File: src/design/cfs_params.svh
// constants for the compare fault / sync control stage
// assumes a 16-bit control register and a 5-bit source code
`ifndef CFS_PARAMS_SVH
`define CFS_PARAMS_SVH

// register indices on the plain register port
`define CFS_OFS_CTRL2      4'h0
`define CFS_OFS_STATUS     4'h1

// control register two field positions
`define CFS_BIT_FLT_HOLD   15
`define CFS_BIT_FLT_LEVEL  14
`define CFS_BIT_FLT_FORCE  13
`define CFS_BIT_INVERT     12
`define CFS_BIT_DLY_HI     10
`define CFS_BIT_DLY_LO     9
`define CFS_BIT_CASCADE    8
`define CFS_BIT_TRIG_SEL   7
`define CFS_BIT_RUN_STAT   6
`define CFS_BIT_TRISTATE   5
`define CFS_BIT_SRC_HI     4

// reset value and writable bits (bit 11 and bit 6 handled apart)
`define CFS_CTRL2_RESET    16'h000C
`define CFS_CTRL2_WMASK    16'hF7BF

// status register: fault a status, write one to clear
`define CFS_BIT_FLT_STAT   0

// compare mode codes
`define CFS_MODE_SS_HIGH   3'b001
`define CFS_MODE_PWM_EDGE  3'b110
`define CFS_MODE_PWM_CTR   3'b111

// source select codes
`define CFS_SRC_NONE       5'b00000
`define CFS_SRC_CMP_FIRST  5'b00001
`define CFS_SRC_CMP_LAST   5'b00101
`define CFS_SRC_CAP5       5'b01010
`define CFS_SRC_TMR_FIRST  5'b01011
`define CFS_SRC_TMR_LAST   5'b01111
`define CFS_SRC_TRG_FIRST  5'b10100
`define CFS_SRC_TRG_LAST   5'b11100
`define CFS_SRC_SELF       5'b11111

`endif

File: src/design/cfs_pkg.sv
// types for the compare fault / sync control stage
// assumes cfs_params.svh supplies the numeric constants
`default_nettype none
package cfs_pkg;

  // fault response state
  typedef enum logic
  {
    CFS_FLT_IDLE,
    CFS_FLT_ACTIVE
  } cfs_flt_state_t;

  // class of a source select code
  typedef enum logic [1:0]
  {
    CFS_SRC_KIND_NONE,
    CFS_SRC_KIND_SYNC,
    CFS_SRC_KIND_TRIG
  } cfs_src_kind_t;

endpackage

`default_nettype wire

File: src/design/cfs_compare_ctrl.sv
// second control stage of one output compare channel
// assumes the compare core, timers and trigger sources share mclk_i
`timescale 1ns/1ps
`default_nettype none
`include "cfs_params.svh"

// How it works
// [RULE1] hold select 1: fault ends when source gone and status cleared
// [RULE2] hold select 0: fault ends when source gone at next period start
// [RULE3] during fault the pin is driven to the fault drive level
// [RULE4] pin force bit makes a fault force the pin to output
// [RULE5] invert bit presents the inverse of the compare output
// [RULE6] two-bit delay field shifts the falling edge by quarter cycles
// [RULE7] with invert set the delay applies to the rising edge
// [RULE8] delay field ignored in single-shot drive-high mode
// [RULE9] cascade bit joins two channels into one 32-bit compare
// [RULE10] trigger select 1 starts on trigger, 0 synchronises timebase
// [RULE11] run status set on trigger; timer held clear while it is clear
// [RULE12] tristate bit releases the pin, otherwise compare drives it
// [RULE13] codes 01011..01111 select timers one to five
// [RULE14] code 00000 runs unsynchronised
// [RULE15] codes 00001..00101 select compare channels, 11111 selects self
// [RULE16] software uses trigger-only sources never for synchronisation
// [RULE17] software never selects this channel as its own trigger
// [RULE18] auto-clear drops run status on secondary value equal count
// [RULE19] in pwm modes the delay field takes effect at period start
// [RULE20] fault status recorded only in center-aligned pwm mode
// [RULE21] reserved codes act as no source; bit 11 reads zero
module cfs_compare_ctrl
  import cfs_pkg::*;
#(
  parameter int unsigned ADDR_W = 4,
  parameter int unsigned CNT_W  = 16
)
(
  input  wire logic              mclk_i,        // system clock
  input  wire logic              arst_n_i,      // async reset, active low
  input  wire logic              clk_en_i,      // freezes all state when low
  input  wire logic [ADDR_W-1:0] reg_addr_i,    // register index
  input  wire logic [15:0]       reg_wdata_i,   // write data
  input  wire logic              reg_wr_i,      // write strobe
  input  wire logic              reg_rd_i,      // read strobe
  output logic      [15:0]       reg_rdata_o,   // read data, cycle after
  input  wire logic [2:0]        compare_mode_select_i,     // core mode
  input  wire logic              trigger_status_auto_clear_i, // auto-clear
  input  wire logic [CNT_W-1:0]  secondary_compare_value_i, // secondary
  input  wire logic [CNT_W-1:0]  compare_timer_count_i,     // timer count
  input  wire logic              cmp_level_i,   // raw compare output
  input  wire logic              period_start_i, // pwm period start pulse
  input  wire logic              fault_src_i,   // fault pin, async
  input  wire logic [31:0]       src_event_i,   // source pulses by code
  output logic                   compare_output_pin_o,  // pin level
  output logic                   compare_output_pin_oe_o, // pin enable
  output logic [1:0]             edge_delay_o,  // quarter-cycle delay
  output logic                   delay_on_rise_o, // delay the rising edge
  output logic                   cascade_enable_o, // 32-bit pairing
  output logic                   timer_hold_o,  // hold timer at zero
  output logic                   timer_sync_o,  // timebase sync pulse
  output logic                   fault_a_status_o, // fault recorded
  output logic                   trigger_run_status_o // triggered, running
);

  logic [15:0]    ctrl_q;
  logic           run_q;
  logic           flt_stat_q;
  logic [1:0]     dly_act_q;
  logic           flt_s1_q;
  logic           flt_s2_q;
  cfs_flt_state_t flt_state_q;
  cfs_src_kind_t  src_kind;
  logic           pwm_mode;
  logic           ctr_mode;
  logic           src_hit;
  logic           wr_ctrl;
  logic           wr_stat;
  logic           auto_clr;
  logic           fault_now;
  logic [4:0]     src_code;

  // source code taken from the control register, register strobes decoded from the plain port
  assign src_code = ctrl_q[`CFS_BIT_SRC_HI:0];
  assign wr_ctrl  = reg_wr_i && (reg_addr_i == ADDR_W'(`CFS_OFS_CTRL2));
  assign wr_stat  = reg_wr_i && (reg_addr_i == ADDR_W'(`CFS_OFS_STATUS));

  // pwm modes gate the fault path and the delay double buffer
  assign pwm_mode = (compare_mode_select_i == `CFS_MODE_PWM_EDGE)
                 || (compare_mode_select_i == `CFS_MODE_PWM_CTR);
  assign ctr_mode = (compare_mode_select_i == `CFS_MODE_PWM_CTR);

  // classify the source code; trigger-only and reserved codes never sync
  always_comb
  begin
    if ((src_code >= `CFS_SRC_CMP_FIRST && src_code <= `CFS_SRC_CMP_LAST)
        || (src_code >= `CFS_SRC_TMR_FIRST && src_code <= `CFS_SRC_TMR_LAST)
        || src_code == `CFS_SRC_SELF)                      // [RULE13] [RULE15]
      src_kind = CFS_SRC_KIND_SYNC;
    else if ((src_code >= `CFS_SRC_TRG_FIRST && src_code <= `CFS_SRC_TRG_LAST)
             || src_code == `CFS_SRC_CAP5)                 // [RULE16]
      src_kind = CFS_SRC_KIND_TRIG;
    else
      src_kind = CFS_SRC_KIND_NONE;                        // [RULE14] [RULE21]
  end

  // self code relies on software never using it as a trigger
  assign src_hit = (src_kind != CFS_SRC_KIND_NONE) && src_event_i[src_code]; // [RULE17]

  // auto-clear acts on every cycle the values match, not only on an edge
  assign auto_clr = trigger_status_auto_clear_i
                 && (secondary_compare_value_i == compare_timer_count_i); // [RULE18]

  // fault pin passes two flops before anything looks at it
  // costs two cycles of fault latency but keeps metastability out
  always_ff @(posedge mclk_i or negedge arst_n_i)
  begin
    if (!arst_n_i)
    begin
      flt_s1_q <= 1'b0;
      flt_s2_q <= 1'b0;
    end
    else if (clk_en_i)
    begin
      flt_s1_q <= fault_src_i;
      flt_s2_q <= flt_s1_q;
    end
  end

  // a fault only counts while a pwm mode is active
  assign fault_now = flt_s2_q && pwm_mode;

  // control register; run status bit kept apart, bit 11 never stored
  always_ff @(posedge mclk_i or negedge arst_n_i)
  begin
    if (!arst_n_i)
      ctrl_q <= `CFS_CTRL2_RESET;
    else if (clk_en_i && wr_ctrl)
      ctrl_q <= reg_wdata_i & `CFS_CTRL2_WMASK;            // [RULE21]
  end

  // run status: hardware set beats any clear in the same cycle
  always_ff @(posedge mclk_i or negedge arst_n_i)
  begin
    if (!arst_n_i)
      run_q <= 1'b0;
    else if (clk_en_i)
    begin
      if (ctrl_q[`CFS_BIT_TRIG_SEL] && src_hit)
        run_q <= 1'b1;                                     // [RULE11]
      // software may write bit 6 either way; auto-clear comes last
      else if (wr_ctrl)
        run_q <= reg_wdata_i[`CFS_BIT_RUN_STAT];
      else if (auto_clr)
        run_q <= 1'b0;                                     // [RULE18]
    end
  end

  // fault status recorded only in center-aligned mode; set wins over clear
  always_ff @(posedge mclk_i or negedge arst_n_i)
  begin
    if (!arst_n_i)
      flt_stat_q <= 1'b0;
    else if (clk_en_i)
    begin
      if (flt_s2_q && ctr_mode)
        flt_stat_q <= 1'b1;                                // [RULE20]
      // write one to clear; a fault still present sets it again
      else if (wr_stat && reg_wdata_i[`CFS_BIT_FLT_STAT])
        flt_stat_q <= 1'b0;
    end
  end

  // fault state: exit policy depends on the hold select
  always_ff @(posedge mclk_i or negedge arst_n_i)
  begin
    if (!arst_n_i)
      flt_state_q <= CFS_FLT_IDLE;
    else if (clk_en_i)
    begin
      unique case (flt_state_q)
        CFS_FLT_IDLE:
          if (fault_now)
            flt_state_q <= CFS_FLT_ACTIVE;
        CFS_FLT_ACTIVE:
          if (!flt_s2_q)
          begin
            // hold select 1 also waits for software to clear the status
            if (ctrl_q[`CFS_BIT_FLT_HOLD])
            begin
              if (!flt_stat_q)
                flt_state_q <= CFS_FLT_IDLE;               // [RULE1]
            end
            // hold select 0 leaves only on a period boundary
            else if (period_start_i)
              flt_state_q <= CFS_FLT_IDLE;                 // [RULE2]
          end
      endcase
    end
  end

  // delay field double-buffered in pwm modes so a period stays clean
  always_ff @(posedge mclk_i or negedge arst_n_i)
  begin
    if (!arst_n_i)
      dly_act_q <= 2'b00;
    // outside pwm the active copy tracks the register every cycle
    else if (clk_en_i && (!pwm_mode || period_start_i))
      dly_act_q <= ctrl_q[`CFS_BIT_DLY_HI:`CFS_BIT_DLY_LO]; // [RULE19]
  end

  // pin level, direction and delay hints, all registered
  always_ff @(posedge mclk_i or negedge arst_n_i)
  begin
    if (!arst_n_i)
    begin
      compare_output_pin_o    <= 1'b0;
      compare_output_pin_oe_o <= 1'b1;
      edge_delay_o            <= 2'b00;
      delay_on_rise_o         <= 1'b0;
    end
    else if (clk_en_i)
    begin
      // fault drive level goes to the pin as is, the invert bit is not applied
      if (flt_state_q == CFS_FLT_ACTIVE)
        compare_output_pin_o <= ctrl_q[`CFS_BIT_FLT_LEVEL]; // [RULE3]
      else
        compare_output_pin_o <= cmp_level_i ^ ctrl_q[`CFS_BIT_INVERT]; // [RULE5]
      // force overrides the tristate request only while a fault lasts
      if (flt_state_q == CFS_FLT_ACTIVE && ctrl_q[`CFS_BIT_FLT_FORCE])
        compare_output_pin_oe_o <= 1'b1;                   // [RULE4]
      else
        compare_output_pin_oe_o <= !ctrl_q[`CFS_BIT_TRISTATE]; // [RULE12]
      // the sub-cycle shift itself is done by the pad delay line
      if (compare_mode_select_i == `CFS_MODE_SS_HIGH)
        edge_delay_o <= 2'b00;                             // [RULE8]
      else
        edge_delay_o <= dly_act_q;                         // [RULE6]
      delay_on_rise_o <= ctrl_q[`CFS_BIT_INVERT];          // [RULE7]
    end
  end

  // timer control: hold clear until triggered, or sync pulse
  always_ff @(posedge mclk_i or negedge arst_n_i)
  begin
    if (!arst_n_i)
    begin
      timer_hold_o <= 1'b0;
      timer_sync_o <= 1'b0;
    end
    else if (clk_en_i)
    begin
      timer_hold_o <= ctrl_q[`CFS_BIT_TRIG_SEL] && !run_q; // [RULE10] [RULE11]
      // sync pulse only for codes that may drive a timebase
      timer_sync_o <= !ctrl_q[`CFS_BIT_TRIG_SEL] && src_hit
                   && (src_kind == CFS_SRC_KIND_SYNC);     // [RULE10]
    end
  end

  // cascade pairing is a plain copy; the partner channel does the joining
  always_ff @(posedge mclk_i or negedge arst_n_i)
  begin
    if (!arst_n_i)
      cascade_enable_o <= 1'b0;
    else if (clk_en_i)
      cascade_enable_o <= ctrl_q[`CFS_BIT_CASCADE];        // [RULE9]
  end

  // status mirrors
  // one flop of lag keeps every output straight from a register
  always_ff @(posedge mclk_i or negedge arst_n_i)
  begin
    if (!arst_n_i)
    begin
      fault_a_status_o     <= 1'b0;
      trigger_run_status_o <= 1'b0;
    end
    else if (clk_en_i)
    begin
      fault_a_status_o     <= flt_stat_q;
      trigger_run_status_o <= run_q;
    end
  end

  // read port: data in the cycle after the strobe, zero elsewhere
  always_ff @(posedge mclk_i or negedge arst_n_i)
  begin
    if (!arst_n_i)
      reg_rdata_o <= 16'h0000;
    else if (clk_en_i)
    begin
      reg_rdata_o <= 16'h0000;
      if (reg_rd_i && reg_addr_i == ADDR_W'(`CFS_OFS_CTRL2))
      begin
        // bit 11 is never stored, so it reads as zero
        reg_rdata_o <= ctrl_q;
        reg_rdata_o[`CFS_BIT_RUN_STAT] <= run_q;
      end
      // status register holds only the fault a bit
      else if (reg_rd_i && reg_addr_i == ADDR_W'(`CFS_OFS_STATUS))
        reg_rdata_o[`CFS_BIT_FLT_STAT] <= flt_stat_q;
    end
  end

endmodule

`default_nettype wire

File: config.mk
export PLATFORM = sky130hd
export DESIGN_NAME = cfs_compare_ctrl
export DESIGN_NICKNAME = d
export VERILOG_FILES = /design/src/design/cfs_pkg.sv /design/src/design/cfs_compare_ctrl.sv
export VERILOG_INCLUDE_DIRS = /design/src /design/src/design
export SDC_FILE = /design/constraint.sdc
export NUM_CORES = 1
export LEC_CHECK = 0
export ABC_AREA = 1
export ABC_CLOCK_PERIOD_IN_PS = 1390
export BUFFER_PORTS_ARGS = -buffer_cell sky130_fd_sc_hd__buf_2
export CAP_MARGIN = 20
export CORE_MARGIN = 4
export CORE_UTILIZATION = 40
export DETAILED_ROUTE_END_ITERATION = 8
export PLACE_DENSITY = 0.73
export SYNTH_ARGS = -nofsm -noshare
export SYNTH_HDL_FRONTEND = slang
export SYNTH_SLANG_ARGS = --single-unit
File: constraint.sdc
create_clock -name mclk_i -period 1.39 [get_ports mclk_i]
set_input_delay 0.0695 -clock mclk_i [delete_from_list [all_inputs] [get_ports mclk_i]]
set_output_delay 0.0695 -clock mclk_i [all_outputs]
set_load 0.01 [all_outputs]
==> summary.md, run 1 <==
| Metric | Value |
|---|---|
| Cell count after synthesis | `about 350` |
| Post-route cell area | `3610 sq um` |
| Die H | `88.7 microns` |
| Clk sink count | `46` |
| Post-DRT Antenna Nets | `0` |
| WL final | `a little over 7000 microns` |
| N_diodes | `0` |
| Top-area cell type share of the netlist area | `41.3%` |
| Part of the cycle the worst path needs | `120%` |
| Crit start category | `flop` |
| DR vias | `approximately 2.7k` |
| Grt ovf | `0` |
| Final setup viols | `2` |
| Area leader, netlist | `dfrtp_1` |
| Synthesized cell area | `roughly 2600 sq um` |
| Flop pwr share | `a little under half` |
| Crit path kind | `flop to flop` |
| RSZ-0062 raised after global routing | `yes` |
| Logic gate share of total power | `roughly a third` |
| Hold Path Class | `input port to flop` |
| CTS max path bufs | `2` |
| Worst EP required | `~1600 ps` |
| Hold slack final | `about 5.5 ps` |
| Clock skew | `approximately 9.1 ps` |
| Vias in the first global route | `2694` |
| PnR worst setup slack | `-279 ps` |
| Ys flop type | `dfrtp_1` |
| Largest fanout on the critical path | `8` |
| Estimated wirelength of the detail-placed design | `5640 microns` |
| Distinct cell type count after synthesis | `33` |
| Clk Latency, worst-skew pair | `around 300 ps` |
| Final #Nets | `between 500 and 600` |
| Max Transition Viols Final | `0` |
| Worst-path clk slew | `approximately 80 ps` |
| Number of flops mapped to enable cells by yosys | `0` |
| H-tree depth | `2` |
| Core area | `6350 sq um` |
| CTS tree | `done` |
| DP Area | `3400 sq um` |
| MaxCap Viol Count | `0` |
| Post-synth ARST share | `100%` |
| Synth warnings | `0` |
| Largest net degree at the start of global routing | `24` |
| P&R area growth vs syn | `38.3%` |
| DR DRC count | `0` |
| Port Buf Inserts | `about 120` |
| Clk pwr share | `21.7%` |
| Via/cell ratio | `approximately 4.7` |
| Max VDD drop | `about 0.70 mV` |
| Fin util | `a little under three fifths` |
| Sw frac | `~32%` |
| Initial antenna violation count | `0` |
| Fill cells | `603` |
| Initial Util | `41.1%` |
| Inserted Clock Buffers | `5` |
| Mean Syn Cell Area | `between 7 and 8 sq um` |
| FF+latch area | `roughly 1200 sq um` |
| Root Buffer | `clkbuf_8` |
| Share of cells above drive strength 1 | `~36%` |
| Global-route wire length before repair | `between 10000 and 15000 microns` |
| Synth top area cells | `dfrtp_1, nand2_1, nor2_1, inv_1, mux2_2` |
| DR pass1 iterations | `4` |
| Syn Nets | `445` |
| WP data arrival | `1860 ps` |
| Max Freq | `between 500 and 600 MHz` |
| Site Rows | `29` |
| Switching power | `about 0.0012 W` |
| Iter 0 DRT Violations | `roughly 110` |
| Final hold vios | `0` |
| Synthesized flop and latch total | `46` |
| CP endpoint kind | `flop` |
| Power per standard cell area | `1000 nW/um^2` |
| Die X | `between 80 and 90 microns` |
| Failing checks | `negative setup slack` |
| R2r setup slk | `-280 ps` |
| Placer Congestion | `approximately 0.89` |
| Die area | `7870 sq um` |
| Final min period | `approximately 1700 ps` |
| Total track usage | `between 10% and 20%` |
| P_leak | `around 2.1 nW` |
| Status | `complete, but fails checks` |
| Register area share after synthesis | `roughly 44%` |
| I/O pin total | `roughly 120` |
| P_int | `0.00246 W` |
| Most frequent cell after synthesis | `nand2_1` |
| Average wire per standard cell | `12.4 microns` |
| Synth top cells by count | `nand2_1, dfrtp_1, nor2_1` |
| Multi-input logic area | `1230 sq um` |
## sequential cells by signal, summed over array words and instances (netlist names), 2 cells and up
signal	cells
reg_rdata_o	15
dly_act_q	2
ctrl_q	14
edge_delay_o	2
## placed cells by master, fill, tap and decap left out, types with 3 or more instances in the layout
cell	instances
nand2_1	121
buf_2	119
dfrtp_1	42
inv_1	37
nor2_1	37
buf_4	22
o21ai_0	15
nand3_1	13
a21oi_1	13
mux2_2	11
dlygate4sd3_1	9
xnor2_1	7
clkbuf_8	5
o22ai_1	4
o31ai_1	4
nor2_2	3
o21ai_2	3
nand4_1	3
nor3_1	3
dfstp_2	3
## logic make-up after synthesis
kind of cell	Yosys count	synth area share, %
AND/OR/NAND/NOR	186	28.6
multiplexers	11	4.75
XOR/XNOR	7	2.35
AO/OA/AOI/OAI	47	10.9
buffers and inverters	51	8.97
other	1	0.144
flip-flops	46	44.3
## metrics by stage
stage / setup WS, ps / total power, W / instances / TNS [ps]
finish: -279 / 0.00362 / 574 / -444
global route: -473 / 0.00389 / 574 / -798
CTS: -280 / 0.00364 / 572 / -463
detailed placement: -351 / 0.00280 / 556 / -611
global placement: -248 / 0.00278 / 556 / -478
floorplan: -103 / 0.00234 / 349 / -158
## power by group through the flow
| stage | clock, W | sequential (W) | combinational [W] |
|---|---|---|---|
| final | 0.000784 | 0.00168 | 0.00115 |
| after global routing | 0.000865 | 0.00171 | 0.00132 |
| after CTS | 0.000810 | 0.00168 | 0.00116 |
| after detailed placement | 0 | 0.00169 | 0.00111 |
| after global placement | 0 | 0.00169 | 0.00109 |
| after floorplan | 0 | 0.00168 | 0.000656 |
## critical path, cell delays in order, from the launching register on
cell,delay [ps]
dfrtp_2,480
inv_6,130
buf_12,110
nor2_1,30
o21ai_1,110
nand2_1,70
nand2_1,70
nand2_2,60
o21ai_2,130
nand4_1,130
nand2_1,110
nand2_1,60
nand2_1,50
nand2_1,40
## repair_timing
item                       CTS  global route
gates resized for setup      3             1
setup endpoints to repair    2             2
hold buffers                 7             2
pin swaps                    2             0
hold endpoints to repair    49             2
buffers inserted             1             0
cloned                       0             0
## routing by layer
metal | vias up | wire length [microns] | global-route usage [%]
met1 | 1232 | 2970 | 22.2
met3 | 10 | 556 | 5.21
met5 | - | 0 | 0
met4 | 0 | 110 | 5.08
li1 | 1391 | - | -
met2 | 84 | 3510 | 32.5
## final timing paths
check                      depth (start not counted)             from               to
max                                               13        ctrl_q[0]            run_q
min                                                2  reg_wdata_i[14]       ctrl_q[14]
max reg2reg                                       13        ctrl_q[0]            run_q
min reg2reg                                        2  edge_delay_o[0]  edge_delay_o[0]
max in group asynchronous                          3         arst_n_i        ctrl_q[3]
min in group asynchronous                          2         arst_n_i       ctrl_q[12]
## cell type report
type	count	share of cell area (%)
Clock buffer	7	2.12
Tap cell	77	2.67
Timing Repair Buffer	152	24.7
Sequential cell	46	32.0
Clock inverter	1	0.208
Multi-Input combinational cell	252	34.1
Inverter	39	4.20
(Power assumes the default switching activity.)
==> run 2, diff against run 1 <==
--- a/config.mk
+++ b/config.mk
@@ -11,9 +11,9 @@
 export BUFFER_PORTS_ARGS = -buffer_cell sky130_fd_sc_hd__buf_2
 export CAP_MARGIN = 20
 export CORE_MARGIN = 4
-export CORE_UTILIZATION = 40
+export CORE_UTILIZATION = 42
 export DETAILED_ROUTE_END_ITERATION = 8
-export PLACE_DENSITY = 0.73
+export PLACE_DENSITY = 0.76
 export SYNTH_ARGS = -nofsm -noshare
 export SYNTH_HDL_FRONTEND = slang
 export SYNTH_SLANG_ARGS = --single-unit
==> summary.md, run 2 (synthesis gave the netlist of run 1 again) <==
| Metric | Value |
|---|---|
| Status | `complete, but fails checks` |
| Failing checks | `negative setup slack` |
| Worst setup startpoint | `ctrl_q[0]` |
| Crit path kind | `flop to flop` |
| P_leak | `2.08 nW (-0.70%)` |
| Estimated wirelength of the detail-placed design | `5600 microns (-0.72%)` |
| WP data arrival | `1830 ps (-30 ps)` |
| Max FFs per register | `15 (unchanged)` |
| Worst path most repeated cell | `nand2_1` |
| Initial antenna violation count | `0 (unchanged)` |
| FF+latch area | `1150 sq um (-0.11%)` |
| Placer Congestion | `0.846 (-4.9%)` |
| Hold Path Class | `input port to flop` |
| Share of cells above drive strength 1 | `35.1% (-0.52 points)` |
| Hold slack final | `8.66 ps (+3.19 ps)` |
| Final min period | `1640 ps (-29.1 ps)` |
| Max Freq | `610 MHz (+1.8%)` |
| Post-DRT Antenna Nets | `0 (unchanged)` |
| Average wire per standard cell | `12.4 microns (about the same)` |
| Multi-input logic area | `1230 sq um (-0.20%)` |
| Critical path's slowest cell | `dfrtp_1` |
| Die area | `7530 sq um (-4.3%)` |
| Port Buf Inserts | `119 (unchanged)` |
| Crit-path cells | `buf_12 -> nand2_2 -> nor2_1 -> nor2_1 -> nand2_1 -> nand2_1 -> nand2_1 -> o21ai_2 -> nand4_1 -> nand2_1 -> nand2_1 -> nand2_1 -> nand2_1` |
| R2r setup slk | `-250 ps (+30 ps)` |
| PnR worst setup slack | `-250 ps (+29.1 ps)` |
| Max VDD drop | `0.711 mV (+1.4%)` |
| Largest Register | `reg_rdata_o` |
| Final hold vios | `0 (unchanged)` |
| Fill cells | `568 (-5.8%)` |
| Die H | `86.8 microns (-2.2%)` |
| Power per standard cell area | `1010 nW/um^2 (+1.1%)` |
| Worst-path clk slew | `80 ps (about the same)` |
| Global-route wire length before repair | `12200 microns (+5.1%)` |
| Via/cell ratio | `4.71 (-0.43%)` |
| DR vias | `2677 (-1.5%)` |
| Post-route insts no fill | `568 (-1.0%)` |
| Iter 0 DRT Violations | `138 (+22%)` |
| CP endpoint kind | `flop` |
| Worst r2r src | `ctrl_q[0]` |
| Fin util | `60.0% (+3.2 points)` |
| Initial Util | `43.8% (+2.7 points)` |
| Final #Nets | `588 (-0.68%)` |
| MaxCap Viol Count | `0 (unchanged)` |
| Worst Hold Launch | `reg_wdata_i[10]` |
| DR pass1 iterations | `6 (+2)` |
| Most frequent cells in the layout | `nand2_1, buf_2, dfrtp_1` |
| P&R area growth vs syn | `37.0%` |
| Largest registers | `reg_rdata_o (15), ctrl_q (14)` |
| Core area | `5960 sq um (-6.2%)` |
| Tot Pwr | `0.00362 W (+0.15%)` |
| Clock skew | `3.33 ps (-5.77 ps)` |
| Largest fanout on the critical path | `14 (+6)` |
| Worst EP required | `1580 ps (about the same)` |
| Root Buffer | `clkbuf_8` |
| I/O pin total | `122 (unchanged)` |
| WL final | `7070 microns (-1.0%)` |
| Buf/Inv on CP | `1 (-1)` |
| Largest net degree at the start of global routing | `22 (-8.3%)` |
| Max Transition Viols Final | `0 (unchanged)` |
| Cells after DPL | `549 (-1.3%)` |
| Crit start category | `flop` |
| Site Rows | `28 (-3.4%)` |
| Final setup viols | `2 (unchanged)` |
| Inserted Clock Buffers | `5 (unchanged)` |
| CTS max path bufs | `2 (unchanged)` |
| Vias in the first global route | `2850 (+5.8%)` |
| Crit path largest cell delay | `420 ps (-60 ps)` |
| Clk sink count | `46 (unchanged)` |
| H-tree depth | `2 (unchanged)` |
| Die X | `86.8 microns (-2.2%)` |
| Total track usage | `19.9% (+1.4 points)` |
| DR DRC count | `0 (unchanged)` |
| N_diodes | `0 (unchanged)` |
| CTS tree | `done` |
| Crit-path leading delay family | `simple AND/OR/NAND/NOR gates` |
| Commonest non-fill, non-tap cell in the layout | `nand2_1` |
| Part of the cycle the worst path needs | `118% (-2.1 points)` |
| Grt ovf | `0 (unchanged)` |
| RSZ-0062 raised after global routing | `yes` |
| Clk Latency, worst-skew pair | `290 ps (about the same)` |
run 2: cell types whose count changed in the layout (fill, tap and decap cells not counted), sizes merged:
cell	before	now
clkinv	1	2
buf	143	139
clkbuf	7	6
run 2: metrics by stage:
step	instance area [sq um]	TNS [ps]	setup WS (ps)
after detailed placement	3360	-467	-281
after floorplan	2610	-158	-103
after global routing	3570	-739	-447
after CTS	3550	-407	-242
final	3570	-367	-250
after global placement	3360	-353	-207
run 2: path summary, 6_finish.rpt:
| check | to | cells after the start |
|---|---|---|
| worst max-delay path | run_q | 13 |
| worst min-delay path | ctrl_q[10] | 2 |
| worst max register to register | run_q | 13 |
| worst min register to register | trigger_run_status_o | 2 |
| max in group asynchronous | edge_delay_o[1] | 3 |
| min in group asynchronous | compare_output_pin_o | 2 |
run 2: final cells by class:
type,instances,area share [%]
Clock buffer,6,2.31
Clock inverter,2,0.350
Inverter,39,4.31
Multi-Input combinational cell,252,34.3
Sequential cell,46,32.3
Tap cell,75,2.63
Timing Repair Buffer,148,23.7
run 2: power by group:
| group | leakage [nW] | internal [W] | switching [W] |
|---|---|---|---|
| clock network | 0.0472 | 0.000400 | 0.000435 |
| registers | 0.591 | 0.00153 | 0.000134 |
| logic | 1.44 | 0.000532 | 0.000591 |
run 2: layer usage:
metal / GRT usage [%] / vias to the layer above / routed length, microns / part of all wire [%]
li1: - / 1386 / - / -
met1: 23.3 / 1177 / 2800 / 40
met2: 35.3 / 95 / 3540 / 50
met3: 5.23 / 19 / 543 / 7.7
met4: 6.66 / 0 / 185 / 2.6
met5: 0 / - / 0 / 0
run 2: repair_timing:
action	CTS	global route
setup buffers	1	1
endpoints found under the setup margin	2	2
resized for setup	4	0
pin swaps	0	1
hold endpoints to repair	23	1
hold buffers	8	1
